--- src/pcfg_consts.vh ---
// constants for the pin 3..6 configuration block
// assumes a 125 MHz reference clock and 8-bit registers
`ifndef PCFG_CONSTS_VH
`define PCFG_CONSTS_VH

// ----------------------------------------
// register offsets
// ----------------------------------------
`define PCFG_ADDR_PIN3    8'h73
`define PCFG_ADDR_PIN4    8'h74
`define PCFG_ADDR_PIN5    8'h75
`define PCFG_ADDR_PIN6    8'h76
`define PCFG_ADDR_PULLUP  8'h78
`define PCFG_ADDR_PULLDN  8'h79

// ----------------------------------------
// field positions and reset values
// ----------------------------------------
`define PCFG_DBNC_MSB     7
`define PCFG_DBNC_LSB     6
`define PCFG_EDGE_MSB     5
`define PCFG_EDGE_LSB     4
`define PCFG_BIT_OUT      3
`define PCFG_BIT_IN       2
`define PCFG_BIT_DIR      1
`define PCFG_BIT_DRV      0
`define PCFG_PULL_LSB     3
`define PCFG_CFG_RESET    8'h00
`define PCFG_PULL_RESET   1'h0

// ----------------------------------------
// field codes
// ----------------------------------------
`define PCFG_DBNC_NONE    2'h0
`define PCFG_DBNC_8MS     2'h1
`define PCFG_DBNC_16MS    2'h2
`define PCFG_DBNC_32MS    2'h3
`define PCFG_EDGE_FALL    0
`define PCFG_EDGE_RISE    1

// ----------------------------------------
// timing
// ----------------------------------------
`define PCFG_CLK_KHZ      125000
`define PCFG_T8_MS        8
`define PCFG_T16_MS       16
`define PCFG_T32_MS       32
`define PCFG_CYC_8MS      (`PCFG_CLK_KHZ * `PCFG_T8_MS)
`define PCFG_CYC_16MS     (`PCFG_CLK_KHZ * `PCFG_T16_MS)
`define PCFG_CYC_32MS     (`PCFG_CLK_KHZ * `PCFG_T32_MS)
`define PCFG_CNT_W        22

`endif

--- src/pcfg_debounce.v ---
// debounce filter for one synchronised pin level
// assumes level_i is already in the ref_clk_i domain
`timescale 1ns/100ps
`include "pcfg_consts.vh"

module pcfg_debounce #(
    parameter            CNT_W = `PCFG_CNT_W,
    parameter [CNT_W-1:0] CYC8  = `PCFG_CYC_8MS,
    parameter [CNT_W-1:0] CYC16 = `PCFG_CYC_16MS,
    parameter [CNT_W-1:0] CYC32 = `PCFG_CYC_32MS
) (
    // clock and reset
    input  wire       ref_clk_i,
    input  wire       rst_i,
    // level in, selection
    input  wire       level_i,
    input  wire [1:0] sel_i,
    // filtered level
    output reg        level_o
);

    reg  [CNT_W-1:0] cnt_q;
    reg  [CNT_W-1:0] limit;

    always @* begin
        case (sel_i)
            `PCFG_DBNC_8MS:  limit = CYC8;
            `PCFG_DBNC_16MS: limit = CYC16;
            `PCFG_DBNC_32MS: limit = CYC32;
            default:         limit = {CNT_W{1'b0}};
        endcase
    end

    // ----------------------------------------
    // stability counter
    // ----------------------------------------
    // a level change is taken only after limit stable cycles
    always @(posedge ref_clk_i) begin
        if (rst_i) begin
            cnt_q   <= {CNT_W{1'b0}};
            level_o <= 1'b0;
        end else if (sel_i == `PCFG_DBNC_NONE) begin
            cnt_q   <= {CNT_W{1'b0}};
            level_o <= level_i;
        end else if (level_i == level_o) begin
            // any bounce back restarts the wait
            cnt_q   <= {CNT_W{1'b0}};
        end else if (cnt_q >= limit - 1'b1) begin
            cnt_q   <= {CNT_W{1'b0}};
            level_o <= level_i;
        end else begin
            cnt_q   <= cnt_q + 1'b1;
        end
    end

endmodule

--- src/pcfg_pins.v ---
// configuration, drive, sampling and edge events of pins 3 to 6
// assumes a byte register port from the serial front end and
// alternate-mode enables held in a register outside this block
//
// Operation
// - input pins filter both edges; code 00 none, else 8, 16 or 32 ms
// - output pins ignore the debounce selection
// - input edge code 01 falling, 10 rising, 11 both raise a request
// - edge code 00 raises no request
// - output pins ignore the edge selection
// - output level 0 drives low; 1 drives high or releases pin
// - drive type 0 is open-drain, 1 is push-pull
// - input mode, writing output level 0 clears it, sets pull-up
// - input mode, writing output level 1 sets it, sets pull-down
// - input mode, input level bit shows the pin level
// - input mode, input level bit is read-only, writes dropped
// - output mode, input level bit has no effect
// - without alternate mode, direction 0 is output, 1 is input
// - pins 3 and 4 alternate output driven active-high, direction written 0
// - pins 5 and 6 alternate input: direction 0 active-low, 1 active-high
// - input pins ignore the drive type bit
// - each pin has a pull-up enable, 1 connects it
// - each pin has a pull-down enable, 1 connects it
`timescale 1ns/100ps
`include "pcfg_consts.vh"

module pcfg_pins #(
    parameter NPIN  = 4,
    parameter CNT_W = `PCFG_CNT_W,
    parameter [CNT_W-1:0] DBNC8_CYC  = `PCFG_CYC_8MS,
    parameter [CNT_W-1:0] DBNC16_CYC = `PCFG_CYC_16MS,
    parameter [CNT_W-1:0] DBNC32_CYC = `PCFG_CYC_32MS
) (
    // clock and reset
    input  wire            ref_clk_i,
    input  wire            rst_i,

    // register port
    input  wire [7:0]      reg_addr_i,
    input  wire [7:0]      reg_wdata_i,
    input  wire            reg_wr_i,
    input  wire            reg_rd_i,
    output reg  [7:0]      reg_rdata_o,

    // alternate mode
    input  wire [NPIN-1:0] alt_enable_i,
    input  wire [1:0]      alt_out_i,
    output reg  [1:0]      alt_in_o,

    // pins
    input  wire [NPIN-1:0] pin_i,
    output wire [NPIN-1:0] pin_o,
    output wire [NPIN-1:0] pin_oe_n_o,
    output wire [NPIN-1:0] pull_up_o,
    output wire [NPIN-1:0] pull_down_o,

    // pending edge events
    input  wire [NPIN-1:0] irq_clr_i,
    output wire [NPIN-1:0] irq_pend_o,
    output reg             irq_o
);

    // ----------------------------------------
    // address decode
    // ----------------------------------------
    function cfg_hit;
        input [7:0] addr;
        input integer k;
        begin
            cfg_hit = (addr == `PCFG_ADDR_PIN3 + k[7:0]);
        end
    endfunction

    wire [8*NPIN-1:0] cfg_w;
    wire [NPIN-1:0]   in_mode_w;
    wire [NPIN-1:0]   dbnc_lvl_w;
    wire [NPIN-1:0]   sync_lvl_w;
    wire [NPIN-1:0]   pend_w;

    wire wr_pullup = reg_wr_i && (reg_addr_i == `PCFG_ADDR_PULLUP);
    wire wr_pulldn = reg_wr_i && (reg_addr_i == `PCFG_ADDR_PULLDN);

    genvar k;
    generate
        for (k = 0; k < NPIN; k = k + 1) begin : g_pin

            // ----------------------------------------
            // per-pin state
            // ----------------------------------------
            reg [1:0] dbnc_q;
            reg [1:0] edge_q;
            reg       out_q;
            reg       in_q;
            reg       dir_q;
            reg       drv_q;
            reg       pu_q;
            reg       pd_q;
            reg       s1_q;
            reg       s2_q;
            reg       prev_q;
            reg       pend_q;
            reg       pin_q;
            reg       oe_n_q;
            wire      lvl;
            wire      hit;
            wire      is_in;
            wire      rise;
            wire      fall;
            wire      alt_drive;
            wire      val;

            assign hit = reg_wr_i && cfg_hit(reg_addr_i, k);

            // first two pins have an alternate output, the rest an input
            assign alt_drive = (k < 2) && alt_enable_i[k];

            // alternate input pins sample regardless of direction
            assign is_in = alt_enable_i[k] ? (k >= 2) : dir_q;

            // ----------------------------------------
            // configuration writes
            // ----------------------------------------
            always @(posedge ref_clk_i) begin
                if (rst_i) begin
                    dbnc_q <= `PCFG_DBNC_NONE;
                    edge_q <= 2'h0;
                    out_q  <= 1'b0;
                    dir_q  <= 1'b0;
                    drv_q  <= 1'b0;
                end else if (hit) begin
                    dbnc_q <= reg_wdata_i[`PCFG_DBNC_MSB:`PCFG_DBNC_LSB];
                    edge_q <= reg_wdata_i[`PCFG_EDGE_MSB:`PCFG_EDGE_LSB];
                    out_q  <= reg_wdata_i[`PCFG_BIT_OUT];
                    dir_q  <= reg_wdata_i[`PCFG_BIT_DIR];
                    drv_q  <= reg_wdata_i[`PCFG_BIT_DRV];
                end
            end

            // input level: follows the pin while an input
            always @(posedge ref_clk_i) begin
                if (rst_i) begin
                    in_q <= 1'b0;
                end else if (is_in) begin
                    in_q <= lvl;
                end else if (hit) begin
                    // stored only, never steers anything
                    in_q <= reg_wdata_i[`PCFG_BIT_IN];
                end
            end

            // ----------------------------------------
            // pull enables
            // ----------------------------------------
            // the output-level write in input mode only sets, never clears
            always @(posedge ref_clk_i) begin
                if (rst_i) begin
                    pu_q <= `PCFG_PULL_RESET;
                    pd_q <= `PCFG_PULL_RESET;
                end else begin
                    if (wr_pullup) begin
                        pu_q <= reg_wdata_i[`PCFG_PULL_LSB + k];
                    end else if (hit && is_in && !reg_wdata_i[`PCFG_BIT_OUT]) begin
                        pu_q <= 1'b1;
                    end
                    if (wr_pulldn) begin
                        pd_q <= reg_wdata_i[`PCFG_PULL_LSB + k];
                    end else if (hit && is_in && reg_wdata_i[`PCFG_BIT_OUT]) begin
                        pd_q <= 1'b1;
                    end
                end
            end

            // ----------------------------------------
            // input path
            // ----------------------------------------
            always @(posedge ref_clk_i) begin
                if (rst_i) begin
                    s1_q <= 1'b0;
                    s2_q <= 1'b0;
                end else begin
                    s1_q <= pin_i[k];
                    s2_q <= s1_q;
                end
            end

            // filter bypassed on outputs so the selection has no effect
            pcfg_debounce #(
                .CNT_W (CNT_W),
                .CYC8  (DBNC8_CYC),
                .CYC16 (DBNC16_CYC),
                .CYC32 (DBNC32_CYC)
            ) u_dbnc (
                .ref_clk_i (ref_clk_i),
                .rst_i     (rst_i),
                .level_i   (s2_q),
                .sel_i     (is_in ? dbnc_q : `PCFG_DBNC_NONE),
                .level_o   (lvl)
            );

            // ----------------------------------------
            // edge events
            // ----------------------------------------
            assign rise = lvl && !prev_q;
            assign fall = !lvl && prev_q;

            always @(posedge ref_clk_i) begin
                if (rst_i) begin
                    prev_q <= 1'b0;
                    pend_q <= 1'b0;
                end else begin
                    prev_q <= lvl;
                    // a new edge wins over a clear in the same cycle
                    if (is_in && ((fall && edge_q[`PCFG_EDGE_FALL]) ||
                                  (rise && edge_q[`PCFG_EDGE_RISE]))) begin
                        pend_q <= 1'b1;
                    end else if (irq_clr_i[k]) begin
                        pend_q <= 1'b0;
                    end
                end
            end

            // ----------------------------------------
            // output drive
            // ----------------------------------------
            assign val = alt_drive ? alt_out_i[k] : out_q;

            always @(posedge ref_clk_i) begin
                if (rst_i) begin
                    pin_q  <= 1'b0;
                    oe_n_q <= 1'b1;
                end else if (is_in) begin
                    pin_q  <= 1'b0;
                    oe_n_q <= 1'b1;
                end else if (!val) begin
                    pin_q  <= 1'b0;
                    oe_n_q <= 1'b0;
                end else begin
                    // high level: push-pull drives, open-drain lets go
                    pin_q  <= drv_q;
                    oe_n_q <= !drv_q;
                end
            end

            assign pin_o[k]      = pin_q;
            assign pin_oe_n_o[k] = oe_n_q;

            assign cfg_w[8*k +: 8] = {dbnc_q, edge_q, out_q, in_q, dir_q, drv_q};
            assign in_mode_w[k]    = is_in;
            assign dbnc_lvl_w[k]   = lvl;
            assign sync_lvl_w[k]   = s2_q;
            assign pend_w[k]       = pend_q;
            assign pull_up_o[k]    = pu_q;
            assign pull_down_o[k]  = pd_q;
        end
    endgenerate

    assign irq_pend_o = pend_w;

    // ----------------------------------------
    // alternate inputs and interrupt
    // ----------------------------------------
    // polarity folded here so the consumer always sees active-high
    always @(posedge ref_clk_i) begin
        if (rst_i) begin
            alt_in_o <= 2'h0;
            irq_o    <= 1'b0;
        end else begin
            alt_in_o[0] <= alt_enable_i[2] &&
                           (cfg_w[16+`PCFG_BIT_DIR] ? dbnc_lvl_w[2] : !dbnc_lvl_w[2]);
            alt_in_o[1] <= alt_enable_i[3] &&
                           (cfg_w[24+`PCFG_BIT_DIR] ? dbnc_lvl_w[3] : !dbnc_lvl_w[3]);
            irq_o       <= |pend_w;
        end
    end

    // ----------------------------------------
    // read port
    // ----------------------------------------
    reg [7:0] rd_d;
    integer   i;

    always @* begin
        rd_d = 8'h00;
        for (i = 0; i < NPIN; i = i + 1) begin
            if (cfg_hit(reg_addr_i, i)) begin
                rd_d = cfg_w[8*i +: 8];
            end
        end
        if (reg_addr_i == `PCFG_ADDR_PULLUP) begin
            rd_d = {1'b0, pull_up_o, 3'h0};
        end else if (reg_addr_i == `PCFG_ADDR_PULLDN) begin
            rd_d = {1'b0, pull_down_o, 3'h0};
        end
    end

    // one cycle read latency; other offsets read as zero
    always @(posedge ref_clk_i) begin
        if (rst_i) begin
            reg_rdata_o <= 8'h00;
        end else if (reg_rd_i) begin
            reg_rdata_o <= rd_d;
        end
    end

endmodule

--- config.mk ---
export PLATFORM = sky130hd
export DESIGN_NAME = pcfg_pins
export DESIGN_NICKNAME = d
export VERILOG_FILES = /design/src/pcfg_debounce.v /design/src/pcfg_pins.v
export VERILOG_INCLUDE_DIRS = /design/src
export SDC_FILE = /design/constraint.sdc
export NUM_CORES = 1
export LEC_CHECK = 0
export BUFFER_PORTS_ARGS = -buffer_cell sky130_fd_sc_hd__buf_4
export CELL_PAD_IN_SITES_DETAIL_PLACEMENT = 2
export CELL_PAD_IN_SITES_GLOBAL_PLACEMENT = 2
export CORE_ASPECT_RATIO = 1.2
export CORE_MARGIN = 2
export CORE_UTILIZATION = 37
export CTS_CLUSTER_SIZE = 16
export DETAILED_ROUTE_END_ITERATION = 10
export PLACE_DENSITY_LB_ADDON = 0.1
export RECOVER_POWER = 25
export SLEW_MARGIN = 10
export SYNTH_ARGS = -nofsm -noshare
export SYNTH_HDL_FRONTEND = slang
export SYNTH_SLANG_ARGS = --single-unit
--- constraint.sdc ---
create_clock -name ref_clk_i -period 3.95 [get_ports ref_clk_i]
set_input_delay 0 -clock ref_clk_i [delete_from_list [all_inputs] [get_ports ref_clk_i]]
set_output_delay 0 -clock ref_clk_i [all_outputs]
set_load 0.005 [all_outputs]
Yosys cells after proc, flatten, opt, wreduce, memory -nomap -nowiden. Index checks and enable logic that the tools add are counted.

Flip-flop bits (word level): 167. Bits in latches: 0. Bits in writable memories: 0. ROM bits: 0. Bits of input ports: 34. Output and inout port bits: 31. Memories kept: 0.

Add/sub/neg operators: 8. Multipliers: 0. Divide/modulo/power cells: 0. $lt $le $gt $ge: 4. Equality and inequality tests: 26. Shifts and indexed selects: 0. Mux-type cells: 70. Bitwise gates (word level): 4. Reductions and logical operators: 98.

Operator list (count): $pmux 22 s3 (4); $add 22x1->22 const B (4); $ge 22x22->1 (4); $sub 22x1->22 const B (4); $mux 1 (56); $eq 8x7->1 const B (6); $mux 8 (6); $logic_and 1x1->1 (40); $reduce_bool 2->1 (20); $reduce_or 4->1 (5); $eq 2x2->1 const B (8); $logic_not 1->1 (13); $reduce_or 3->1 (4); $eq 2x1->1 const B (4); $logic_not 2->1 (4); $mux 2 (4); $ne 2x1->1 const B (4); $reduce_and 2->1 (4); $reduce_or 2->1 (4); $eq 1x1->1 (4); $logic_or 1x1->1 (4); $not 1->1 (4).

Logic depth before layout (Yosys ltp).
Depth in word-level cells: 9. Gate-level depth with buffers: 13. Depth with buffers taken out: 11.

Modules after synthesis. Synthesis repeated with hierarchy kept, for this count alone.

Cell total of the unflattened synthesis: 1066. Area, all modules: 9904.5 um^2.

By module, submodules not included: pcfg_debounce at g_pin[0].u_dbnc ... (instances 3, cells each 167, area an instance 1636.6 um^2); pcfg_pins (instances 1, cells each 402, area an instance 3469.6 um^2); pcfg_debounce at g_pin[3].u_dbnc (instances 1, cells each 163, area an instance 1525.2 um^2).

Worst setup path after synthesis. Ideal clock, no wire load.

Path type: reg-to-reg. Start: register g_pin[0].dir_q. End: register g_pin[0].u_dbnc.cnt_q[14]. Library setup time: 0.064 ns. Arrival time: 2.717 ns. Setup slack: 1.170 ns. Stages on the path, launching flop included: 13. Buffers on the path: 2. Clock period less this slack: 2.780 ns. Path through: dfxtp_1 > nor2b_2 > buf_6 > nand2_1 > ha_1 > ha_1 > and3_1 > a221oi_1 > o22ai_1 > a211o_1 > or3_4 > buf_6 > nor2_1.

Longest elaborated chain between the ends: 7.

Ends and longest elaborated chain: start, declared (line pcfg_pins.v:94) `reg dir_q;`; start signal, assigned (line pcfg_pins.v:134) `` dir_q <= reg_wdata_i[`PCFG_BIT_DIR]; ``; $mux 1 * (line pcfg_pins.v:118) `assign is_in = alt_enable_i[k] ? (k >= 2) : dir_q;`; $mux 2 (no source line) *; $eq 2x2->1 or $eq 2x1->1 (tied branches) (line pcfg_debounce.v:26) `case (sel_i)`; $pmux 22 s3 (line pcfg_debounce.v:26); $sub 22x1->22 (line pcfg_debounce.v:48) `end else if (cnt_q >= limit - 1'b1) begin`; $ge 22x22->1 (line pcfg_debounce.v:48); $reduce_or 4->1 (no source line) *; end signal, assigned (line pcfg_debounce.v:47) `cnt_q <= {CNT_W{1'b0}};`; end signal, assigned (line pcfg_debounce.v:49) `cnt_q <= {CNT_W{1'b0}};`; end signal, assigned (line pcfg_debounce.v:52) `cnt_q <= cnt_q + 1'b1;`; end, declared (line pcfg_debounce.v:22) `reg [CNT_W-1:0] cnt_q;`.

Every way passes the cells marked *; elsewhere a longest branch is shown, timed or not. A chain may end at the register's enable or synchronous reset.

Worst setup path in the final report.
Start: register g_pin[0].dir_q. End: register g_pin[0].u_dbnc.cnt_q[6].

Same word-level chain as after synthesis.

==> impl_metrics.json <==
{
  "status": "finished with violations",
  "violations": "capacitance limit, slew limit",
  "synth.avg_cell_area_um2": 8.63,
  "powerDensity_nw_per_um2": 351,
  "port_buffers": 64,
  "endpoint": "g_pin[0].u_dbnc.cnt_q[6]",
  "drv_cap": 1,
  "wl_per_cell_um": 17.6,
  "crit_path_top_delay_cell": "or3_4",
  "wirelength_mm": 24.6,
  "ant_nets": 0,
  "slew_headroom_pct": -138,
  "hold_viol": 0,
  "clkSlewWorstSetupHoldPaths_ps": 70,
  "antenna_found_initial": 0,
  "rows": 61,
  "grt_use_total_pct": 21.0,
  "drt_iter0_drc": 202,
  "p_leak_uw": 0.00409,
  "r2r_slack_ps": 670,
  "core_area_um2": 23200,
  "clk_path_buf_depth": 2,
  "hold_depth": 3,
  "yosys_register_bits": 167,
  "fin_skew_ps": 14.3,
  "startpoint_type": "register",
  "numPlacedInstances": 1344,
  "finalSetupViolCount": 0,
  "worstPathRequired_ps": 4310,
  "hold_path_class": "input pin to register",
  "timing.rr.end": "g_pin[0].u_dbnc.cnt_q[6]",
  "dr.pass1.iters": 4,
  "synthFlopType": "dfxtp_1",
  "hpwl_mm": 17.9,
  "reg2reg_from": "g_pin[0].dir_q",
  "startpoint": "g_pin[0].dir_q",
  "first_global_vias": 7927,
  "synth_area_um2": 8730,
  "dieWidth_um": 144,
  "synth-edff-count": 0,
  "cts_hold_buf": 25,
  "postSynthCellCount": 1011,
  "synth_cell_type_count": 61,
  "timing.fmax_ghz": 0.304,
  "dieArea_um2": 24800,
  "crit_chain": "nor2b_2 > nand2_1 > ha_1 > ha_1 > and3_1 > a221oi_1 > o22ai_1 > a211o_1 > or3_4 > nor2_1",
  "cts_max_level": 4,
  "drive_gt1_share_pct": 11.7,
  "syn_to_final_growth_pct": 16.9,
  "async_reset_ff_share_pct": 0,
  "grt_overflow": 0,
  "syn-num-nets": 1112,
  "io_pins": 65,
  "r2r_cells": 10,
  "ys_seq_area_share_pct": 38.3,
  "grt_max_degree": 82,
  "drcViolationCount": 0,
  "fin_setup_tns_ps": 0,
  "max_stage_delay_ps": 510,
  "vias": 7325,
  "ir_drop_mv": 0.252,
  "insertedDiodeCount": 0,
  "crit_arrival_ps": 3650,
  "path_class": "register to register",
  "numCtsBuffers": 17,
  "start_util_pct": 37.6,
  "cp_max_fo": 22,
  "finish.net_count": 1174,
  "ys_warn_count": 0,
  "worst_pin_slew_ps": 3570,
  "rsz0062_at_grt": "no",
  "vias_per_cell": 5.23,
  "period_needed_ps": 3280,
  "finalMaxSlewViolations": 82,
  "place_congestion": 0.739,
  "fin_cells": 1401,
  "cts_tree": "built",
  "die_h_um": 172,
  "clkSinkCount": 167,
  "finalCritPeriodShare_pct": 83.1,
  "worst_setup_path_end_kind": "register",
  "grt_pass1_wl_mm": 41.2,
  "cp_common_cell": "ha_1",
  "worstSkewPairLatency_ps": 430,
  "cts_setup_buffers": 0,
  "cts_root_buffer": "clkbuf_16",
  "cts_resized": 0
}
layer usage:
metal | global-route usage (%) | share of wire [%] | vias up
met5 | 0 | 0 | -
met4 | 5.91 | 1.6 | 0
met3 | 3.13 | 1.8 | 29
met2 | 38.3 | 52 | 89
met1 | 25.6 | 45 | 3629
li1 | - | - | 3578
synth_stat cells (all sizes together) (10+ instances only):
library cell / n / area (µm²)
and3: 19 / 119
nor2: 192 / 723
nand4: 18 / 113
nand3: 42 / 215
a31oi: 13 / 81.3
ha: 67 / 838
a21oi: 50 / 250
xor2: 54 / 473
nand2: 67 / 259
nor2b: 28 / 178
xnor2: 37 / 324
dfxtp: 167 / 3340
clkbuf: 15 / 56.3
a211oi: 10 / 75.1
mux2i: 35 / 350
buf: 42 / 282
o21ai: 18 / 101
inv: 29 / 109
placed cells by master, fill, tap and decap left out, types with 6 or more instances in the layout:
| master | instances |
|---|---|
| o21ai_0 | 17 |
| a31oi_1 | 13 |
| a21o_1 | 8 |
| and3_1 | 19 |
| clkbuf_4 | 28 |
| buf_4 | 43 |
| o22ai_1 | 6 |
| ha_1 | 67 |
| mux2i_1 | 35 |
| nor3b_1 | 8 |
| clkbuf_16 | 17 |
| nand2b_1 | 8 |
| nor2b_1 | 27 |
| mux2_2 | 7 |
| nand3_1 | 41 |
| xor2_1 | 54 |
| nand2_1 | 66 |
| nor3_1 | 7 |
| xnor2_1 | 37 |
| dfxtp_1 | 167 |
| dlygate4sd3_1 | 25 |
| nand4_1 | 18 |
| a211oi_1 | 10 |
| and4_1 | 8 |
| inv_1 | 28 |
| a21oi_1 | 50 |
| nor2_1 | 191 |
report_power, final:
group          switching [µW]  total [µW]  internal (µW)
sequential               6.05        1700           1690
combinational            78.8         142           62.8
clock                     766        1740            970
total                     851        3580           2730
sequential cells by signal, summed over array words and instances, names as in the netlist, 8 cells and up:
register / count
g_pin.u_dbnc.cnt_q: 88
g_pin.dbnc_q: 8
g_pin.edge_q: 8
reg_rdata_o: 8
final cells by class:
| cell class | count | area, µm² |
|---|---|---|
| Sequential cell | 167 | 3340 |
| Timing Repair Buffer | 100 | 798 |
| Multi-Input combinational cell | 758 | 4960 |
| Inverter | 29 | 109 |
| Fill cell | 2642 | 13000 |
| Clock inverter | 14 | 164 |
| Tap cell | 315 | 394 |
| Clock buffer | 18 | 439 |
kinds of logic (layout without fill, tap and decap cells):
| logic type | count (synthesis) | count (layout) | share of synthesized area (%) |
|---|---|---|---|
| buffers and inverters | 86 | 161 | 5.12 |
| xor gates and xnor gates | 91 | 91 | 9.13 |
| and+or+nand+nor | 425 | 425 | 23.3 |
| muxes | 43 | 43 | 5.09 |
| adders and majority gates | 67 | 67 | 9.61 |
| AOI/OAI and AO/OA | 132 | 132 | 9.48 |
| DFF | 167 | 167 | 38.3 |
how the worst min path moves through the flow:
stage	to	slack (ps)	startpoint
2_1_floorplan	g_pin[0].s1_q	130	pin_i[0]
3_3_place_gp	g_pin[2].s1_q	230	pin_i[2]
3_5_place_dp	g_pin[2].s1_q	220	pin_i[2]
4_1_cts	g_pin[1].in_q	10	reg_wdata_i[2]
5_1_grt	g_pin[1].in_q	20	reg_wdata_i[2]
6_report	g_pin[1].in_q	20	reg_wdata_i[2]
per-stage QoR:
step	hold WS [ps]	power [µW]	util [%]	area, µm²	worst slack, ps
floorplan	128	1800	-	8730	1170
global placement	235	1860	40.4	9370	810
detailed placement	222	1860	40.4	9370	743
CTS	13.2	3630	44.0	10200	672
global route	17.5	3700	44.0	10200	336
finish	18.8	3580	44.0	10200	666
critical path, delay by kind of cell, from the launching register on:
family                   cells  cell delay (ps)
AND/OR/NAND/NOR              5             1360
flip-flops                   1              390
adder cells (fa/ha/maj)      2              680
AO/OA/AOI/OAI                3              760
Power figures use the tool's default switching activity.
